File: config.mk
export PLATFORM = sky130hd
export DESIGN_NAME = adc_config_alert_regs
export DESIGN_NICKNAME = d
export VERILOG_FILES = /design/src/rtl/adc_cfg_pkg.sv /design/src/rtl/adc_config_alert_regs.sv /design/src/rtl/sticky_flag.sv
export SDC_FILE = /design/constraint.sdc
export NUM_CORES = 1
export LEC_CHECK = 0
export BUFFER_PORTS_ARGS = -buffer_cell sky130_fd_sc_hd__buf_4
export CAP_MARGIN = 20
export CORE_AREA = 2 2 71 73
export DETAILED_ROUTE_END_ITERATION = 7
export DIE_AREA = 0 0 73 75
export MAX_ROUTING_LAYER = met4
export PLACE_DENSITY = 0.88
export SETUP_SLACK_MARGIN = 0.02
export SYNTH_ARGS = -nofsm -noshare
export SYNTH_HDL_FRONTEND = slang
export SYNTH_SLANG_ARGS = --single-unit
File: constraint.sdc
create_clock -name clock -period 1.7 [get_ports clock]
set_input_delay 0 -clock clock [delete_from_list [all_inputs] [get_ports clock]]
set_output_delay 0 -clock clock [all_outputs]
set_load 0.02 [all_outputs]
File: src/rtl/adc_cfg_pkg.sv
`default_nettype none
package adc_cfg_pkg;

  // bus and register widths
  localparam int unsigned BUS_W  = 32;
  localparam int unsigned REG_W  = 16;
  localparam int unsigned IRQ_W  = 4;

  // register indices; byte address is four times the index
  localparam logic [3:0] IDX_CONFIG_ONE  = 4'h1;
  localparam logic [3:0] IDX_CONFIG_TWO  = 4'h2;
  localparam logic [3:0] IDX_ALERT       = 4'h3;
  localparam logic [3:0] IDX_IRQ_STATUS  = 4'h8;
  localparam logic [3:0] IDX_IRQ_MASK    = 4'h9;

  // address field carried in every configuration register word
  localparam int unsigned ADDR_FIELD_LO  = 12;

  // first configuration register fields
  localparam int unsigned C1_POWER_BIT   = 0;
  localparam int unsigned C1_REF_SRC_BIT = 1;
  localparam int unsigned C1_BOOST_BIT   = 2;
  localparam int unsigned C1_ALERT_EN_BIT = 3;
  localparam int unsigned C1_RATIO_LO    = 6;
  localparam logic [15:0] C1_WRITE_MASK  = 16'h03FF;

  // second configuration register fields
  localparam int unsigned C2_LANE_BIT    = 8;
  localparam int unsigned C2_CMD_LO      = 0;

  // alert register fields
  localparam int unsigned AL_LOAD_BIT    = 8;
  localparam int unsigned AL_CRC_BIT     = 9;

  // reset values
  localparam logic [15:0] CONFIG_ONE_RST = 16'h0000;
  localparam logic [15:0] CONFIG_TWO_RST = 16'h0000;
  localparam logic [15:0] ALERT_RST      = 16'h0000;
  localparam logic [3:0]  IRQ_MASK_RST   = 4'h0;

  // reset command codes
  localparam logic [7:0] CMD_SOFT_RESET  = 8'h3C;
  localparam logic [7:0] CMD_HARD_RESET  = 8'hFF;

  // averaging ratio codes
  localparam logic [2:0] RATIO_X2        = 3'h1;
  localparam logic [2:0] RATIO_X4        = 3'h2;
  localparam logic [2:0] RATIO_X8        = 3'h3;

  // interrupt status bit positions
  localparam int unsigned IRQ_CRC_BIT    = 0;
  localparam int unsigned IRQ_LOAD_BIT   = 1;
  localparam int unsigned IRQ_SOFT_BIT   = 2;
  localparam int unsigned IRQ_HARD_BIT   = 3;

  // converter control bundle
  typedef struct packed {
    logic       power_state;
    logic       reference_source_select;
    logic       resolution_boost;
    logic [1:0] averaging_shift;
    logic       output_lane_select;
    logic       second_pin_flag;
  } conv_ctrl_t;

  // reset command pulses
  typedef struct packed {
    logic flush;
    logic config_reload;
  } reset_cmd_t;

endpackage
`default_nettype wire

File: src/rtl/adc_config_alert_regs.sv
// Operation
// - ratio field off: resolution bit ignored, default result width
// - averaging on and resolution bit one: results two bits wider
// - config one bit 1: zero internal reference, one external
// - config one bit 0: zero normal operation, one shutdown
// - top four bits of each config word carry the register address, decoded
// - config two bit 8: zero both outputs, one first output only
// - code 0x3C: soft reset, keep registers, clear checksum alert, flush
// - code 0xFF: hard reset, config and alert registers to defaults
// - any other reset code is ignored
// - alert bit 9 set on checksum-rejected write, cleared by alert read
// - alert bit 8 set on startup load failure, not cleared by read
// - only hard reset clears load failure flag and reruns the load
// - config two at 0x2, resets to zero
// - alert at 0x3, resets to zero, fully read-only
// - alert enable acts only with one-wire output, second pin flags
// - ratio codes 001, 010, 011 enable averaging; others disable
//
// Decided for this implementation: the Avalon-MM interface to the registers.
`default_nettype none
module adc_config_alert_regs
#(
  parameter int unsigned ADDR_W = 6
)
(
  // clock and reset
  input  wire logic                            clock,
  input  wire logic                            resetn,
  // avalon-mm slave
  input  wire logic [ADDR_W-1:0]               address,
  input  wire logic                            read,
  input  wire logic                            write,
  input  wire logic [adc_cfg_pkg::BUS_W-1:0]   writedata,
  input  wire logic [3:0]                      byteenable,
  output var  logic [adc_cfg_pkg::BUS_W-1:0]   readdata,
  output var  logic                            waitrequest,
  // events from the serial front end and loader
  input  wire logic                            crc_reject_pulse,
  input  wire logic                            load_fail_pulse,
  // converter controls
  output var  adc_cfg_pkg::conv_ctrl_t         conv_ctrl,
  output var  adc_cfg_pkg::reset_cmd_t         reset_cmd,
  output var  logic                            flag_pin,
  // interrupt
  output var  logic                            irq
);
  import adc_cfg_pkg::*;

  // the register map needs index bits [5:2]
  if (ADDR_W < 6)
  begin : g_addr_check
    $error("address width too small for register map");
  end

  logic                 waitrequest_q;
  logic [15:0]          readdata_q;
  logic [15:0]          rd_d;
  logic [3:0]           idx;
  logic                 wr_take;
  logic                 rd_take;
  logic                 lanes_ok;
  logic                 field_ok;
  logic [15:0]          config_one_q;
  logic                 lane_q;
  logic                 c2_seen_q;
  logic [7:0]           cmd;
  logic                 soft_hit;
  logic                 hard_hit;
  logic                 crc_flag;
  logic                 load_flag;
  logic                 crc_clr;
  logic [IRQ_W-1:0]     irq_set;
  logic [IRQ_W-1:0]     irq_clr;
  logic [IRQ_W-1:0]     irq_status;
  logic [IRQ_W-1:0]     irq_mask_q;
  logic                 ratio_on;
  logic [1:0]           shift_d;
  conv_ctrl_t           conv_ctrl_q;
  reset_cmd_t           reset_cmd_q;
  logic                 flag_pin_q;
  logic                 irq_q;

  // bus decode: one wait cycle, then the access is taken
  assign idx      = address[5:2];
  assign wr_take  = write & ~waitrequest_q;
  assign rd_take  = read & ~waitrequest_q;
  assign lanes_ok = (byteenable[1:0] == 2'b11);
  assign field_ok = (writedata[15:ADDR_FIELD_LO] == idx);
  assign cmd      = writedata[C2_CMD_LO +: 8];

  // reset command decode on a valid config two write
  assign soft_hit = wr_take & lanes_ok & field_ok & (idx == IDX_CONFIG_TWO)
                    & (cmd == CMD_SOFT_RESET);
  assign hard_hit = wr_take & lanes_ok & field_ok & (idx == IDX_CONFIG_TWO)
                    & (cmd == CMD_HARD_RESET);

  // waitrequest drops for one cycle after each request
  always_ff @(posedge clock or negedge resetn)
  begin
    if (!resetn)
    begin
      waitrequest_q <= 1'b1;
    end
    else
    begin
      waitrequest_q <= ~((read | write) & waitrequest_q);
    end
  end

  // read data mux
  always_comb
  begin
    rd_d = 16'h0000;
    case (idx)
      IDX_CONFIG_ONE:
      begin
        rd_d = config_one_q;
      end
      IDX_CONFIG_TWO:
      begin
        rd_d = CONFIG_TWO_RST;
        // address field reads zero until the first accepted write
        rd_d[15:ADDR_FIELD_LO] = c2_seen_q ? IDX_CONFIG_TWO : CONFIG_TWO_RST[15:12];
        rd_d[C2_LANE_BIT] = lane_q;
      end
      IDX_ALERT:
      begin
        rd_d = ALERT_RST;
        rd_d[AL_CRC_BIT] = crc_flag;
        rd_d[AL_LOAD_BIT] = load_flag;
      end
      IDX_IRQ_STATUS:
      begin
        rd_d[IRQ_W-1:0] = irq_status;
      end
      IDX_IRQ_MASK:
      begin
        rd_d[IRQ_W-1:0] = irq_mask_q;
      end
      default:
      begin
        rd_d = 16'h0000;
      end
    endcase
  end

  // read data captured in the cycle waitrequest falls
  always_ff @(posedge clock or negedge resetn)
  begin
    if (!resetn)
    begin
      readdata_q <= 16'h0000;
    end
    else if (read & waitrequest_q)
    begin
      readdata_q <= rd_d;
    end
  end

  // first configuration register
  always_ff @(posedge clock or negedge resetn)
  begin
    if (!resetn)
    begin
      config_one_q <= CONFIG_ONE_RST;
    end
    else if (hard_hit)
    begin
      config_one_q <= CONFIG_ONE_RST;
    end
    else if (wr_take & lanes_ok & field_ok & (idx == IDX_CONFIG_ONE))
    begin
      config_one_q <= (writedata[15:0] & C1_WRITE_MASK)
                      | {IDX_CONFIG_ONE, 12'h000};
    end
  end

  // lane bit and address field of config two; command field is not stored
  always_ff @(posedge clock or negedge resetn)
  begin
    if (!resetn)
    begin
      lane_q    <= CONFIG_TWO_RST[C2_LANE_BIT];
      c2_seen_q <= 1'b0;
    end
    else if (hard_hit)
    begin
      lane_q    <= CONFIG_TWO_RST[C2_LANE_BIT];
      c2_seen_q <= 1'b0;
    end
    else if (wr_take & lanes_ok & field_ok & (idx == IDX_CONFIG_TWO))
    begin
      lane_q    <= writedata[C2_LANE_BIT];
      c2_seen_q <= 1'b1;
    end
  end

  // averaging active only for the three ratio codes
  always_comb
  begin
    ratio_on = 1'b0;
    shift_d  = 2'b00;
    case (config_one_q[C1_RATIO_LO +: 3])
      RATIO_X2:
      begin
        ratio_on = 1'b1;
        shift_d  = 2'b01;
      end
      RATIO_X4:
      begin
        ratio_on = 1'b1;
        shift_d  = 2'b10;
      end
      RATIO_X8:
      begin
        ratio_on = 1'b1;
        shift_d  = 2'b11;
      end
      default:
      begin
        ratio_on = 1'b0;
        shift_d  = 2'b00;
      end
    endcase
  end

  // converter controls from the stored configuration
  always_ff @(posedge clock or negedge resetn)
  begin
    if (!resetn)
    begin
      conv_ctrl_q <= '0;
    end
    else
    begin
      conv_ctrl_q.power_state <= config_one_q[C1_POWER_BIT];
      conv_ctrl_q.reference_source_select <= config_one_q[C1_REF_SRC_BIT];
      conv_ctrl_q.resolution_boost <= config_one_q[C1_BOOST_BIT] & ratio_on;
      conv_ctrl_q.averaging_shift <= shift_d;
      conv_ctrl_q.output_lane_select <= lane_q;
      conv_ctrl_q.second_pin_flag <= lane_q & config_one_q[C1_ALERT_EN_BIT];
    end
  end

  // reset command pulses; other codes leave both low
  always_ff @(posedge clock or negedge resetn)
  begin
    if (!resetn)
    begin
      reset_cmd_q <= '0;
    end
    else
    begin
      reset_cmd_q.flush <= soft_hit | hard_hit;
      reset_cmd_q.config_reload <= hard_hit;
    end
  end

  // alert flags; a read clears the checksum bit only if it returned it
  assign crc_clr = (rd_take & (idx == IDX_ALERT) & readdata_q[AL_CRC_BIT])
                   | soft_hit | hard_hit;

  sticky_flag u_crc_flag
  (
    .clock  (clock),
    .resetn (resetn),
    .set    (crc_reject_pulse),
    .clr    (crc_clr),
    .q      (crc_flag)
  );

  sticky_flag u_load_flag
  (
    .clock  (clock),
    .resetn (resetn),
    .set    (load_fail_pulse),
    .clr    (hard_hit),
    .q      (load_flag)
  );

  // second pin shows any alert when it carries the flag
  always_ff @(posedge clock or negedge resetn)
  begin
    if (!resetn)
    begin
      flag_pin_q <= 1'b0;
    end
    else
    begin
      flag_pin_q <= conv_ctrl_q.second_pin_flag & (crc_flag | load_flag);
    end
  end

  // interrupt status, write one to clear
  assign irq_set = {hard_hit, soft_hit, load_fail_pulse, crc_reject_pulse};
  assign irq_clr = (wr_take & byteenable[0] & (idx == IDX_IRQ_STATUS))
                   ? writedata[IRQ_W-1:0] : '0;

  for (genvar i = 0; i < IRQ_W; i++)
  begin : g_irq
    sticky_flag u_irq_bit
    (
      .clock  (clock),
      .resetn (resetn),
      .set    (irq_set[i]),
      .clr    (irq_clr[i]),
      .q      (irq_status[i])
    );
  end

  // interrupt mask
  always_ff @(posedge clock or negedge resetn)
  begin
    if (!resetn)
    begin
      irq_mask_q <= IRQ_MASK_RST;
    end
    else if (wr_take & byteenable[0] & (idx == IDX_IRQ_MASK))
    begin
      irq_mask_q <= writedata[IRQ_W-1:0];
    end
  end

  // level interrupt
  always_ff @(posedge clock or negedge resetn)
  begin
    if (!resetn)
    begin
      irq_q <= 1'b0;
    end
    else
    begin
      irq_q <= |(irq_status & irq_mask_q);
    end
  end

  // outputs
  assign waitrequest = waitrequest_q;
  assign readdata    = {16'h0000, readdata_q};
  assign conv_ctrl   = conv_ctrl_q;
  assign reset_cmd   = reset_cmd_q;
  assign flag_pin    = flag_pin_q;
  assign irq         = irq_q;
endmodule
`default_nettype wire

File: src/rtl/sticky_flag.sv
`default_nettype none
module sticky_flag
(
  // clock and reset
  input  wire logic clock,
  input  wire logic resetn,
  // event and clear
  input  wire logic set,
  input  wire logic clr,
  // flag
  output var  logic q
);

  // a set in the clear cycle wins
  always_ff @(posedge clock or negedge resetn)
  begin
    if (!resetn)
    begin
      q <= 1'b0;
    end
    else
    begin
      q <= set | (q & ~clr);
    end
  end

endmodule
`default_nettype wire

; Word-level counts from Yosys, hierarchy flattened
; Cells that the tools add are included.
[totals]
ff_bits = 56
inputBits = 48
output_inout_bits = 44
wordCells = 94
[classes]
n_eq_ne = 12
muxes = 12
n_bitwise = 44
reduce_logical = 4
[ops]
columns = op, n
row1 = $pmux 12 s3, 1
row2 = $mux 16, 2
row3 = $and 1x1->1, 24
row4 = $pmux 4 s3, 1
row5 = $or 1x1->1, 11
row6 = $eq 4x2->1 const B, 2
row7 = $eq 4x4->1 const B, 2
row8 = $eq 8x6->1 const B, 1
row9 = $eq 8x8->1 const B, 1
row10 = $not 1->1, 8
row11 = $eq 3x2->1 const B, 2
row12 = $pmux 2 s3, 1
row13 = $mux 1, 5
row14 = $and 4x4->4, 1
row15 = $eq 4x1->1 const B, 1
row16 = $eq 4x4->1, 1
row17 = $mux 4, 1
row18 = $reduce_bool 2->1, 2
row19 = $reduce_or 4->1, 1
row20 = $eq 3x1->1 const B, 1
row21 = $reduce_or 3->1, 1
row22 = $eq 2x2->1 const B, 1
row23 = $mux 2, 1

; Longest topological paths before layout
; Gate-level depths: netlist of run 1.
[logic_depth]
depth_word = 11
depth_mapped = 7
ltp_nobuf = 5

; Modules after synthesis
; A second synthesis of run 1 with hierarchy kept.
[hier_totals]
hier_cells = 224
hier_area_um2 = 2278.4
[by_module_without_submodules]
columns = mod, instances, cells_each, area_each_um2, seq_area_each_um2
row1 = adc_config_alert_regs, 1, 206, 2060.7, 1027.2
row2 = sticky_flag, 6, 3, 36.3, 25.0

; Least setup slack after synthesis of run 1
; No wires, ideal clock.
[synth_path]
kind = register to register
startpoint = reg waitrequest_q, in the netlist waitrequest
endpoint = reg config_one_q[0]
setup_ps = 128
arrival_ps = 1435
required_time_ps = 1572
slack_ps = 137
path_stages_with_launch = 7
n_path_buf = 1
period_less_slack_ps = 1563
path_cell_list = dfstp_2 > and3b_1 > and2_1 > and4_1 > buf_4 > nand2_1 > o21ai_0
[synth_via]
elab_chain_len = 7
word_cells_on_any_way = 9
classes_between = mux (1) / bitwise (7) / reduce/logical (1)
[synth_rtl]
columns = item, line
row1 = from (decl), adc_config_alert_regs.sv:55  ; logic waitrequest_q;
row2 = from (signal assigned), adc_config_alert_regs.sv:106  ; waitrequest_q <= ~((read | write) & waitrequest_q);
row3 = $not 1->1 (*), adc_config_alert_regs.sv:85  ; assign wr_take = write & ~waitrequest_q;
row4 = $and 1x1->1 (*), adc_config_alert_regs.sv:85
row5 = $and 1x1->1 (*) (2 in a row), "adc_config_alert_regs.sv:94, adc_config_alert_regs.sv:171"
row6 = $and 1x1->1, adc_config_alert_regs.sv:94  ; assign hard_hit = wr_take & lanes_ok & field_ok & (idx == IDX_CONFIG_TWO)
row7 = $and 1x1->1, adc_config_alert_regs.sv:95  ; & (cmd == CMD_HARD_RESET);
row8 = $mux 16 or $reduce_bool 2->1 (tied branches), -
row9 = to (signal assigned), adc_config_alert_regs.sv:173  ; config_one_q <= (writedata[15:0] & C1_WRITE_MASK)
row10 = to (decl), adc_config_alert_regs.sv:63  ; logic [15:0] config_one_q;
; Every way passes the cells marked *; elsewhere a longest branch is shown, timed or not.
; A chain may end at the register's enable or synchronous reset.

; Final worst setup path of run 1
; Ends and elaborated chain as after synthesis.

==> results.cfg, run 1 <==
[status]
outcome = finished, final reports clean

[setup_path]
critPathArrivalTime_ns = 1.78
slowest_stage = dfstp_2
critPathCapture = config_one_q[0]$_DFFE_PN0P_
cp_cell_sequence = and3b_1 > and2_1 > and4_1 > buf_4 > nand2_1 > o21ai_0
reg2reg_depth = 6
critPathBufInv = 1
r2r-end = config_one_q[0]$_DFFE_PN0P_
worstPathRequired_ns = 1.89
worstSetupPathType = register to register
crit_path_max_fanout = 6
worstSetupPathDepth = 6
crit_path_end_kind = register
path_delay_family = simple AND/OR/NAND/NOR gates
cp-start-kind = register
startpoint = waitrequest$_DFF_PN1_
r2r_slack_ns = 0.11
r2r-start = waitrequest$_DFF_PN1_
slowest_delay_ns = 0.54

[sta]
maxSlewViolCount = 0
tightest_slew_ns = 0.588
rsz0062_at_grt = no
final.setup_skew_ns = 0.0117
period_share_pct = 93.3
setup_tns_ns = 0
setup_violations = 0
finalHoldViolations = 0
slew_headroom_pct = 60.8
period_needed_ns = 1.59
timing.fmax_mhz = 631

[detailed_routing]
dr_total_vias = 1656
antenna_left = 0
drc = 0
firstDrtPassIters = 4
detailedRoute.firstIterationViolations = 124
finalWirelength_um = 4580
wl_per_cell_um = 13.6
via_per_inst = 4.93

[floorplan]
ios = 92
dieArea_mm2 = 0.00548
rows = 25
initial_core_util_pct = 46.5
die_y_um = 75
die_w_um = 73
core_area_mm2 = 0.00466

[cells_and_area]
final_net_count = 329
fill_cells = 393
syn2layout_area_growth_pct = 29.4
final_cell_mix = buf_4 (57), dfrtp_1 (46), nand2_1 (45)
multiInputGateArea_um2 = 851
antennaDiodeCount = 0
layout_commonest_cell = buf_4
regArea_mm2 = 0.00118
drive_gt1_share_pct = 28.7
stdcell_count = 336

[clocking]
root_buffer = clkbuf_8
post_cts_resized = 0
cts.sinks = 47
cts_buffers = 5
clock_latency_ns = 0.31
cts_max_path_buffers = 2
clk_pin_slew_ns = 0.09
cts.htree.levels = 2
cts_tree = done

[synthesis]
synthArstFlopShare_pct = 100
synthesis.instances = 209
ys_seq_elements = 47
synth_area_per_cell_um2 = 10.4
yosys_most_used_dff = dfrtp_1
netlist-cell-type-count = 38
ys_warn_count = 0
ys_seq_area_share_pct = 54.3
synthesis.area_mm2 = 0.00217
synth_edf_count = 0

[flow_run]
max_cap_viol_count = 0

[power]
finalPower_mw = 2.19
ir_drop_mv = 0.362
powerDensity_mw_per_mm2 = 782
p_leak_nw = 1.38

[global_routing]
grt_pass1_wl_um = 7510
grt_usage_pct = 18.7
antenna_found_initial = 0
grt_max_degree = 48
grt_pass1_vias = 1636
gr-total-overflow = 0

[min_path]
hold_path_class = input pin to register

[placed_design]
place_inst = 312
routabilityCongestion = 0.779
port_buffers = 49
dp_hpwl_um = 3380
## worst min-delay path by stage
stage,startpoint,endpoint,slack [ns],depth (start not counted)
after floorplan,resetn,c2_seen_q$_DFFE_PN0P_,-0.30,0
after CTS,address[4],readdata_q[9]$_DFFE_PN0P_,0.09,3
after detailed placement,resetn,g_irq[0].u_irq_bit.q$_DFF_PN0_,0.04,1
after global routing,address[4],readdata_q[9]$_DFFE_PN0P_,0.11,3
final,address[5],readdata_q[9]$_DFFE_PN0P_,0.1,3
after global placement,resetn,g_irq[0].u_irq_bit.q$_DFF_PN0_,0.03,1
## kinds of logic after synthesis
family | after synthesis | share of synthesized area [%]
muxes | 11 | 5.54
buffers and inverters | 30 | 9.70
AOI/OAI and AO/OA | 41 | 11.5
and+or+nand+nor | 78 | 18.3
xor gates and xnor gates | 1 | 0.404
other | 1 | 0.173
DFF | 47 | 54.3
## registers in the layout, indices dropped and copies added (netlist names)
name / count
config_one_q: 11
conv_ctrl: 7
flag_pin: 1
irq: 1
u_load_flag.q: 1
c2_seen_q: 1
waitrequest: 1
readdata_q: 12
u_crc_flag.q: 1
lane_q: 1
reset_cmd: 2
g_irq.u_irq_bit.q: 4
irq_mask_q: 4
## layer usage
layer  GRT usage (%)  share of wire (%)
met5               -                  0
met4            6.38               0.70
met3            4.02                4.9
met1            23.1                 44
met2            30.6                 51
## repair_timing
item	4_1_cts	5_1_grt
endpoints found under the hold margin	68	0
setup endpoints to repair	0	6
buffers inserted	0	1
hold buffers	15	0
## cells in the mapped netlist (all sizes together), types with 2 or more instances
| cell type | n | share of area [%] |
|---|---|---|
| clkbuf | 2 | 0.35 |
| nand2b | 4 | 1.2 |
| nor2 | 9 | 1.9 |
| nand2 | 45 | 7.8 |
| inv | 3 | 0.52 |
| and2 | 4 | 1.2 |
| mux2i | 3 | 1.4 |
| buf | 25 | 8.8 |
| nand4 | 3 | 1.4 |
| dfrtp | 46 | 53 |
| o21ai | 24 | 5.5 |
| a21o | 3 | 1.0 |
| and4 | 3 | 1.2 |
| nor2b | 2 | 0.58 |
| a21oi | 2 | 0.46 |
| a22oi | 6 | 2.1 |
| nor3b | 2 | 0.69 |
| mux2 | 8 | 4.2 |
## report_power, final
group / leakage (nW) / internal, mW / total (mW) / switching (mW)
clock: 0.0474 / 0.332 / 0.712 / 0.380
combinational: 0.701 / 0.136 / 0.308 / 0.172
sequential: 0.627 / 1.15 / 1.17 / 0.0213
## area by class of cell
class	instances	area share [%]
multi-input combinational	151	30.3
clock buffer	6	2.95
tap	54	2.41
inverter	3	0.402
clock inverter	2	0.580
sequential	47	42.0
timing repair buffer	73	21.3
## tightest hold or removal path: stages
cell and delay [ns]:
buf_4 0.10, or3b_2 0.16, o31ai_1 0.09
## through the flow
stage / utilization (%) / hold slack [ns] / instance area, um^2 / setup WS (ns)
6_report: 60.2 / 0.0997 / 2800 / 0.114
5_1_grt: 60.2 / 0.112 / 2800 / 0.0717
4_1_cts: 59.7 / 0.0897 / 2780 / 0.0598
3_5_place_dp: 54.4 / 0.0389 / 2530 / 0.0719
3_3_place_gp: 54.4 / 0.0275 / 2530 / 0.0838
2_1_floorplan: - / -0.296 / 2240 / 0.137
Power figures use the tool's default switching activity.
==> run 2: changes to the inputs <==
CORE_AREA = 2 2 70 72   (was 2 2 71 73)
CTS_BUF_LIST = sky130_fd_sc_hd__clkbuf_4   (was unset)
DIE_AREA = 0 0 72 74   (was 0 0 73 75)
PLACE_DENSITY = 0.9   (was 0.88)
==> results.cfg, run 2 (synthesis results as in run 1) <==
[detailed_routing]
detailedRoute.firstIterationViolations = 142
via_per_inst = 4.98
wl_per_cell_um = 13.5
dr_total_vias = 1677
finalWirelength_um = 4550
drc = 0
firstDrtPassIters = 4
antenna_left = 0

[flow_run]
max_cap_viol_count = 0

[clocking]
root_buffer = clkbuf_4
cts_buffers = 5
clock_latency_ns = 0.37
cts.sinks = 47
cts_max_path_buffers = 2
post_cts_resized = 0
clk_pin_slew_ns = 0.14
cts.htree.levels = 2
cts_tree = done

[setup_path]
startpoint = waitrequest$_DFF_PN1_
worstSetupPathType = register to register
worstPathRequired_ns = 1.97
critPathArrivalTime_ns = 1.84
crit_path_max_fanout = 6
r2r-start = waitrequest$_DFF_PN1_
crit_path_end_kind = register
cp-start-kind = register

[cells_and_area]
regMostFlops = readdata_q
layout_commonest_cell = buf_4
largest_register_ffs = 12
drive_gt1_share_pct = 28.6
antennaDiodeCount = 0
stdcell_count = 337
final_net_count = 330
final_util_pct = 60.8
final_cell_mix = buf_4 (57), dfrtp_1 (46), nand2_1 (45)
final_area_mm2 = 0.00280
syn2layout_area_growth_pct = 29.0

[placed_design]
port_buffers = 49
dp_hpwl_um = 3380
routabilityCongestion = 0.832
place_inst = 312
dp_slack_ns = 0.00171
placed_cell_area_mm2 = 0.00253

[sta]
holdWs_ns = 0.0169
setup_tns_ns = 0
setup_violations = 0
tightest_slew_ns = 0.572
period_share_pct = 92.7
period_needed_ns = 1.58
finalHoldViolations = 0
timing.fmax_mhz = 634
fin_ws_ns = 0.124
rsz0062_at_grt = no
maxSlewViolCount = 0
final.setup_skew_ns = 0.0130
slew_headroom_pct = 61.8

[global_routing]
grt_pass1_wl_um = 7450
grt_usage_pct = 19.2
grt_max_degree = 48
gr-total-overflow = 0
grt_pass1_vias = 1587
antenna_found_initial = 0

[min_path]
worstHoldStart = address[5]
hold_path_class = input pin to register

[floorplan]
rows = 25
die_y_um = 74
ios = 92
initial_core_util_pct = 47.1
core_area_mm2 = 0.00460
dieArea_mm2 = 0.00533
die_w_um = 72

[power]
p_leak_nw = 1.38
powerDensity_mw_per_mm2 = 768
finalPower_mw = 2.15
ir_drop_mv = 0.442

[status]
outcome = finished, final reports clean
[run 2: cell types whose count changed in the layout (fill, tap and decap cells not counted)]
cell           before  now
clkbuf_8            6    0
clkbuf_4            0    5
bufinv_16           0    1
clkinv_2            0    1
clkinvlp_4          1    0
dlygate4sd3_1      15   16
[run 2: what timing repair did]
item                                    CTS  global route
setup buffers                             0             1
endpoints found under the setup margin    3            13
pin swaps                                 1             1
hold buffers                             16             0
hold endpoints to repair                 70             0
[run 2: power breakdown]
part | leakage (nW) | total [mW] | switching (mW) | internal [mW]
Sequential | 0.627 | 1.17 | 0.0203 | 1.15
Clock | 0.0452 | 0.665 | 0.355 | 0.310
Combinational | 0.706 | 0.307 | 0.170 | 0.137
[run 2: path summary, 6_finish.rpt]
check / to / slack, ns / depth (start not counted)
min in group asynchronous: irq_mask_q[3]$_DFFE_PN0P_ / 0.17 / 2
hold / removal: readdata_q[9]$_DFFE_PN0P_ / 0.02 / 3
hold reg to reg: conv_ctrl[6]$_DFF_PN0_ / 0.45 / 0
max in group asynchronous: waitrequest$_DFF_PN1_ / 1.14 / 2
setup reg to reg: config_one_q[0]$_DFFE_PN0P_ / 0.12 / 6
setup / recovery: config_one_q[0]$_DFFE_PN0P_ / 0.12 / 6
[run 2: cell type report]
type	instances	area [um^2]
multi-input cells	151	851
well taps	54	67.6
clock inverters	3	43.8
repair buffers	74	608
inverters	3	11.3
clock buffers	5	37.5
fillers	382	1800
flip-flops and latches	47	1180
[run 2: per-layer routing]
layer | vias to the layer above | track usage (%) | share of wire, %
li1 | 823 | - | -
met1 | 794 | 22.7 | 42
met2 | 53 | 31.6 | 51
met3 | 7 | 5.28 | 5.7
met4 | 0 | 7.13 | 1.5
met5 | - | - | 0
[run 2: critical path, stage by stage (launching register included)]
cell and delay [ns]:
dfstp_2 0.55, and3b_1 0.21, and2_1 0.19, and4_1 0.23, buf_4 0.17, nand2_1 0.06, o21ai_0 0.08
==> run 3: changes to the inputs <==
PLACE_DENSITY = 0.86   (was 0.9)
==> results.cfg, run 3 (synthesis results as in run 1) <==
[power]
powerDensity_mw_per_mm2 = 719
finalPower_mw = 2.00
ir_drop_mv = 0.287
p_leak_nw = 1.36

[global_routing]
gr-total-overflow = 0
antenna_found_initial = 0
grt_usage_pct = 18.5
grt_pass1_wl_um = 7350
grt_max_degree = 48
grt_pass1_vias = 1624

[detailed_routing]
antenna_left = 0
firstDrtPassIters = 4
detailedRoute.firstIterationViolations = 151
drc = 0
wl_per_cell_um = 13.5
finalWirelength_um = 4560
via_per_inst = 4.95
dr_total_vias = 1669

[cells_and_area]
final_area_mm2 = 0.00278
largest_register_ffs = 12
regMostFlops = readdata_q
drive_gt1_share_pct = 28.6
layout_commonest_cell = buf_4
antennaDiodeCount = 0
final_cell_mix = buf_4 (57), dfrtp_1 (46), nand2_1 (45)
stdcell_count = 337
final_net_count = 330
syn2layout_area_growth_pct = 28.1

[setup_path]
worstPathRequired_ns = 1.98
worstSetupPathType = input pin to register
r2r_slack_ns = 0.11
r2r-end = config_one_q[0]$_DFFE_PN0P_
crit_path_max_fanout = 5
crit_path_end_kind = register
startpoint = writedata[0]
critPathCapture = g_irq[2].u_irq_bit.q$_DFF_PN0_
reg2reg_depth = 6
critPathArrivalTime_ns = 1.94
cp-start-kind = input pin
r2r-start = waitrequest$_DFF_PN1_

[sta]
setup_tns_ns = 0
timing.fmax_mhz = 600
final.setup_skew_ns = 0.0106
rsz0062_at_grt = no
tightest_slew_ns = 0.577
period_needed_ns = 1.67
setup_violations = 0
finalHoldViolations = 0
period_share_pct = 98.1
maxSlewViolCount = 0
slew_headroom_pct = 61.5

[clocking]
clock_latency_ns = 0.35
cts_tree = done
cts.htree.levels = 2
root_buffer = clkbuf_4
clk_pin_slew_ns = 0.13
cts_max_path_buffers = 2
cts_buffers = 5
cts.sinks = 47

[floorplan]
ios = 92
dieArea_mm2 = 0.00533
die_y_um = 74
rows = 25
die_w_um = 72
core_area_mm2 = 0.00460
initial_core_util_pct = 47.1

[placed_design]
place_inst = 312
routabilityCongestion = 0.788
placed_cell_area_mm2 = 0.00253
dp_hpwl_um = 3340
port_buffers = 49

[min_path]
hold_path_class = input pin to register
hold_depth = 3

[status]
outcome = finished, final reports clean

[flow_run]
max_cap_viol_count = 0
[run 3: cell count changes in the layout (fill, tap and decap cells not counted), sizes merged]
cell / before / now
clkinvlp: 0 / 1
bufinv: 1 / 0
[run 3: routing by layer]
layer  wire, um  up-vias  global-route usage [%]  part of all wire [%]
met5          0        -                       -                     0
met4         36        0                    4.40                  0.79
met3        203        5                    3.66                   4.5
met2       2340       50                    32.3                    51
met1       1980      792                    22.3                    43
li1           -      822                       -                     -
[run 3: final cells by class]
class                   instances  area, um^2
inverters                       3        11.3
clock buffers                   5        37.5
clock inverters                 3        20.0
repair buffers                 74         608
multi-input cells             151         855
flip-flops and latches         47        1180
fillers                       387        1820
well taps                      54        67.6
[run 3: stage by stage]
stage	worst slack, ns	hold WS [ns]	util (%)
finish	0.0322	0.0373	60.4
global route	0.0410	0.0373	60.4
CTS	0.0206	0.0295	59.9
detailed placement	0.0456	0.0367	55.1
global placement	0.0816	0.0297	55.1
floorplan	0.137	-0.296	-
[run 3: critical path, stage by stage]
cell	delay (ns)
dlygate4sd3_1	0.53
buf_4	0.16
or4_4	0.53
dlygate4sd3_1	0.58
o21ai_0	0.14
[run 3: where the power goes]
group | leakage, nW | internal [mW] | switching, mW
combinational | 0.705 | 0.137 | 0.171
clock | 0.0288 | 0.159 | 0.354
sequential | 0.627 | 1.15 | 0.0216
total | 1.36 | 1.45 | 0.546
[run 3: worst min path at each step]
stage	start	end
after floorplan	resetn	c2_seen_q$_DFFE_PN0P_
after global placement	resetn	g_irq[0].u_irq_bit.q$_DFF_PN0_
after detailed placement	resetn	g_irq[0].u_irq_bit.q$_DFF_PN0_
after CTS	address[5]	readdata_q[9]$_DFFE_PN0P_
after global routing	address[5]	readdata_q[9]$_DFFE_PN0P_
final	address[5]	readdata_q[9]$_DFFE_PN0P_
[run 3: repair_timing]
item                                   CTS  global route
setup endpoints to repair                0            11
setup buffers                            0             1
endpoints found under the hold margin   69             0
resized for setup                        0             1
hold buffers                            16             0
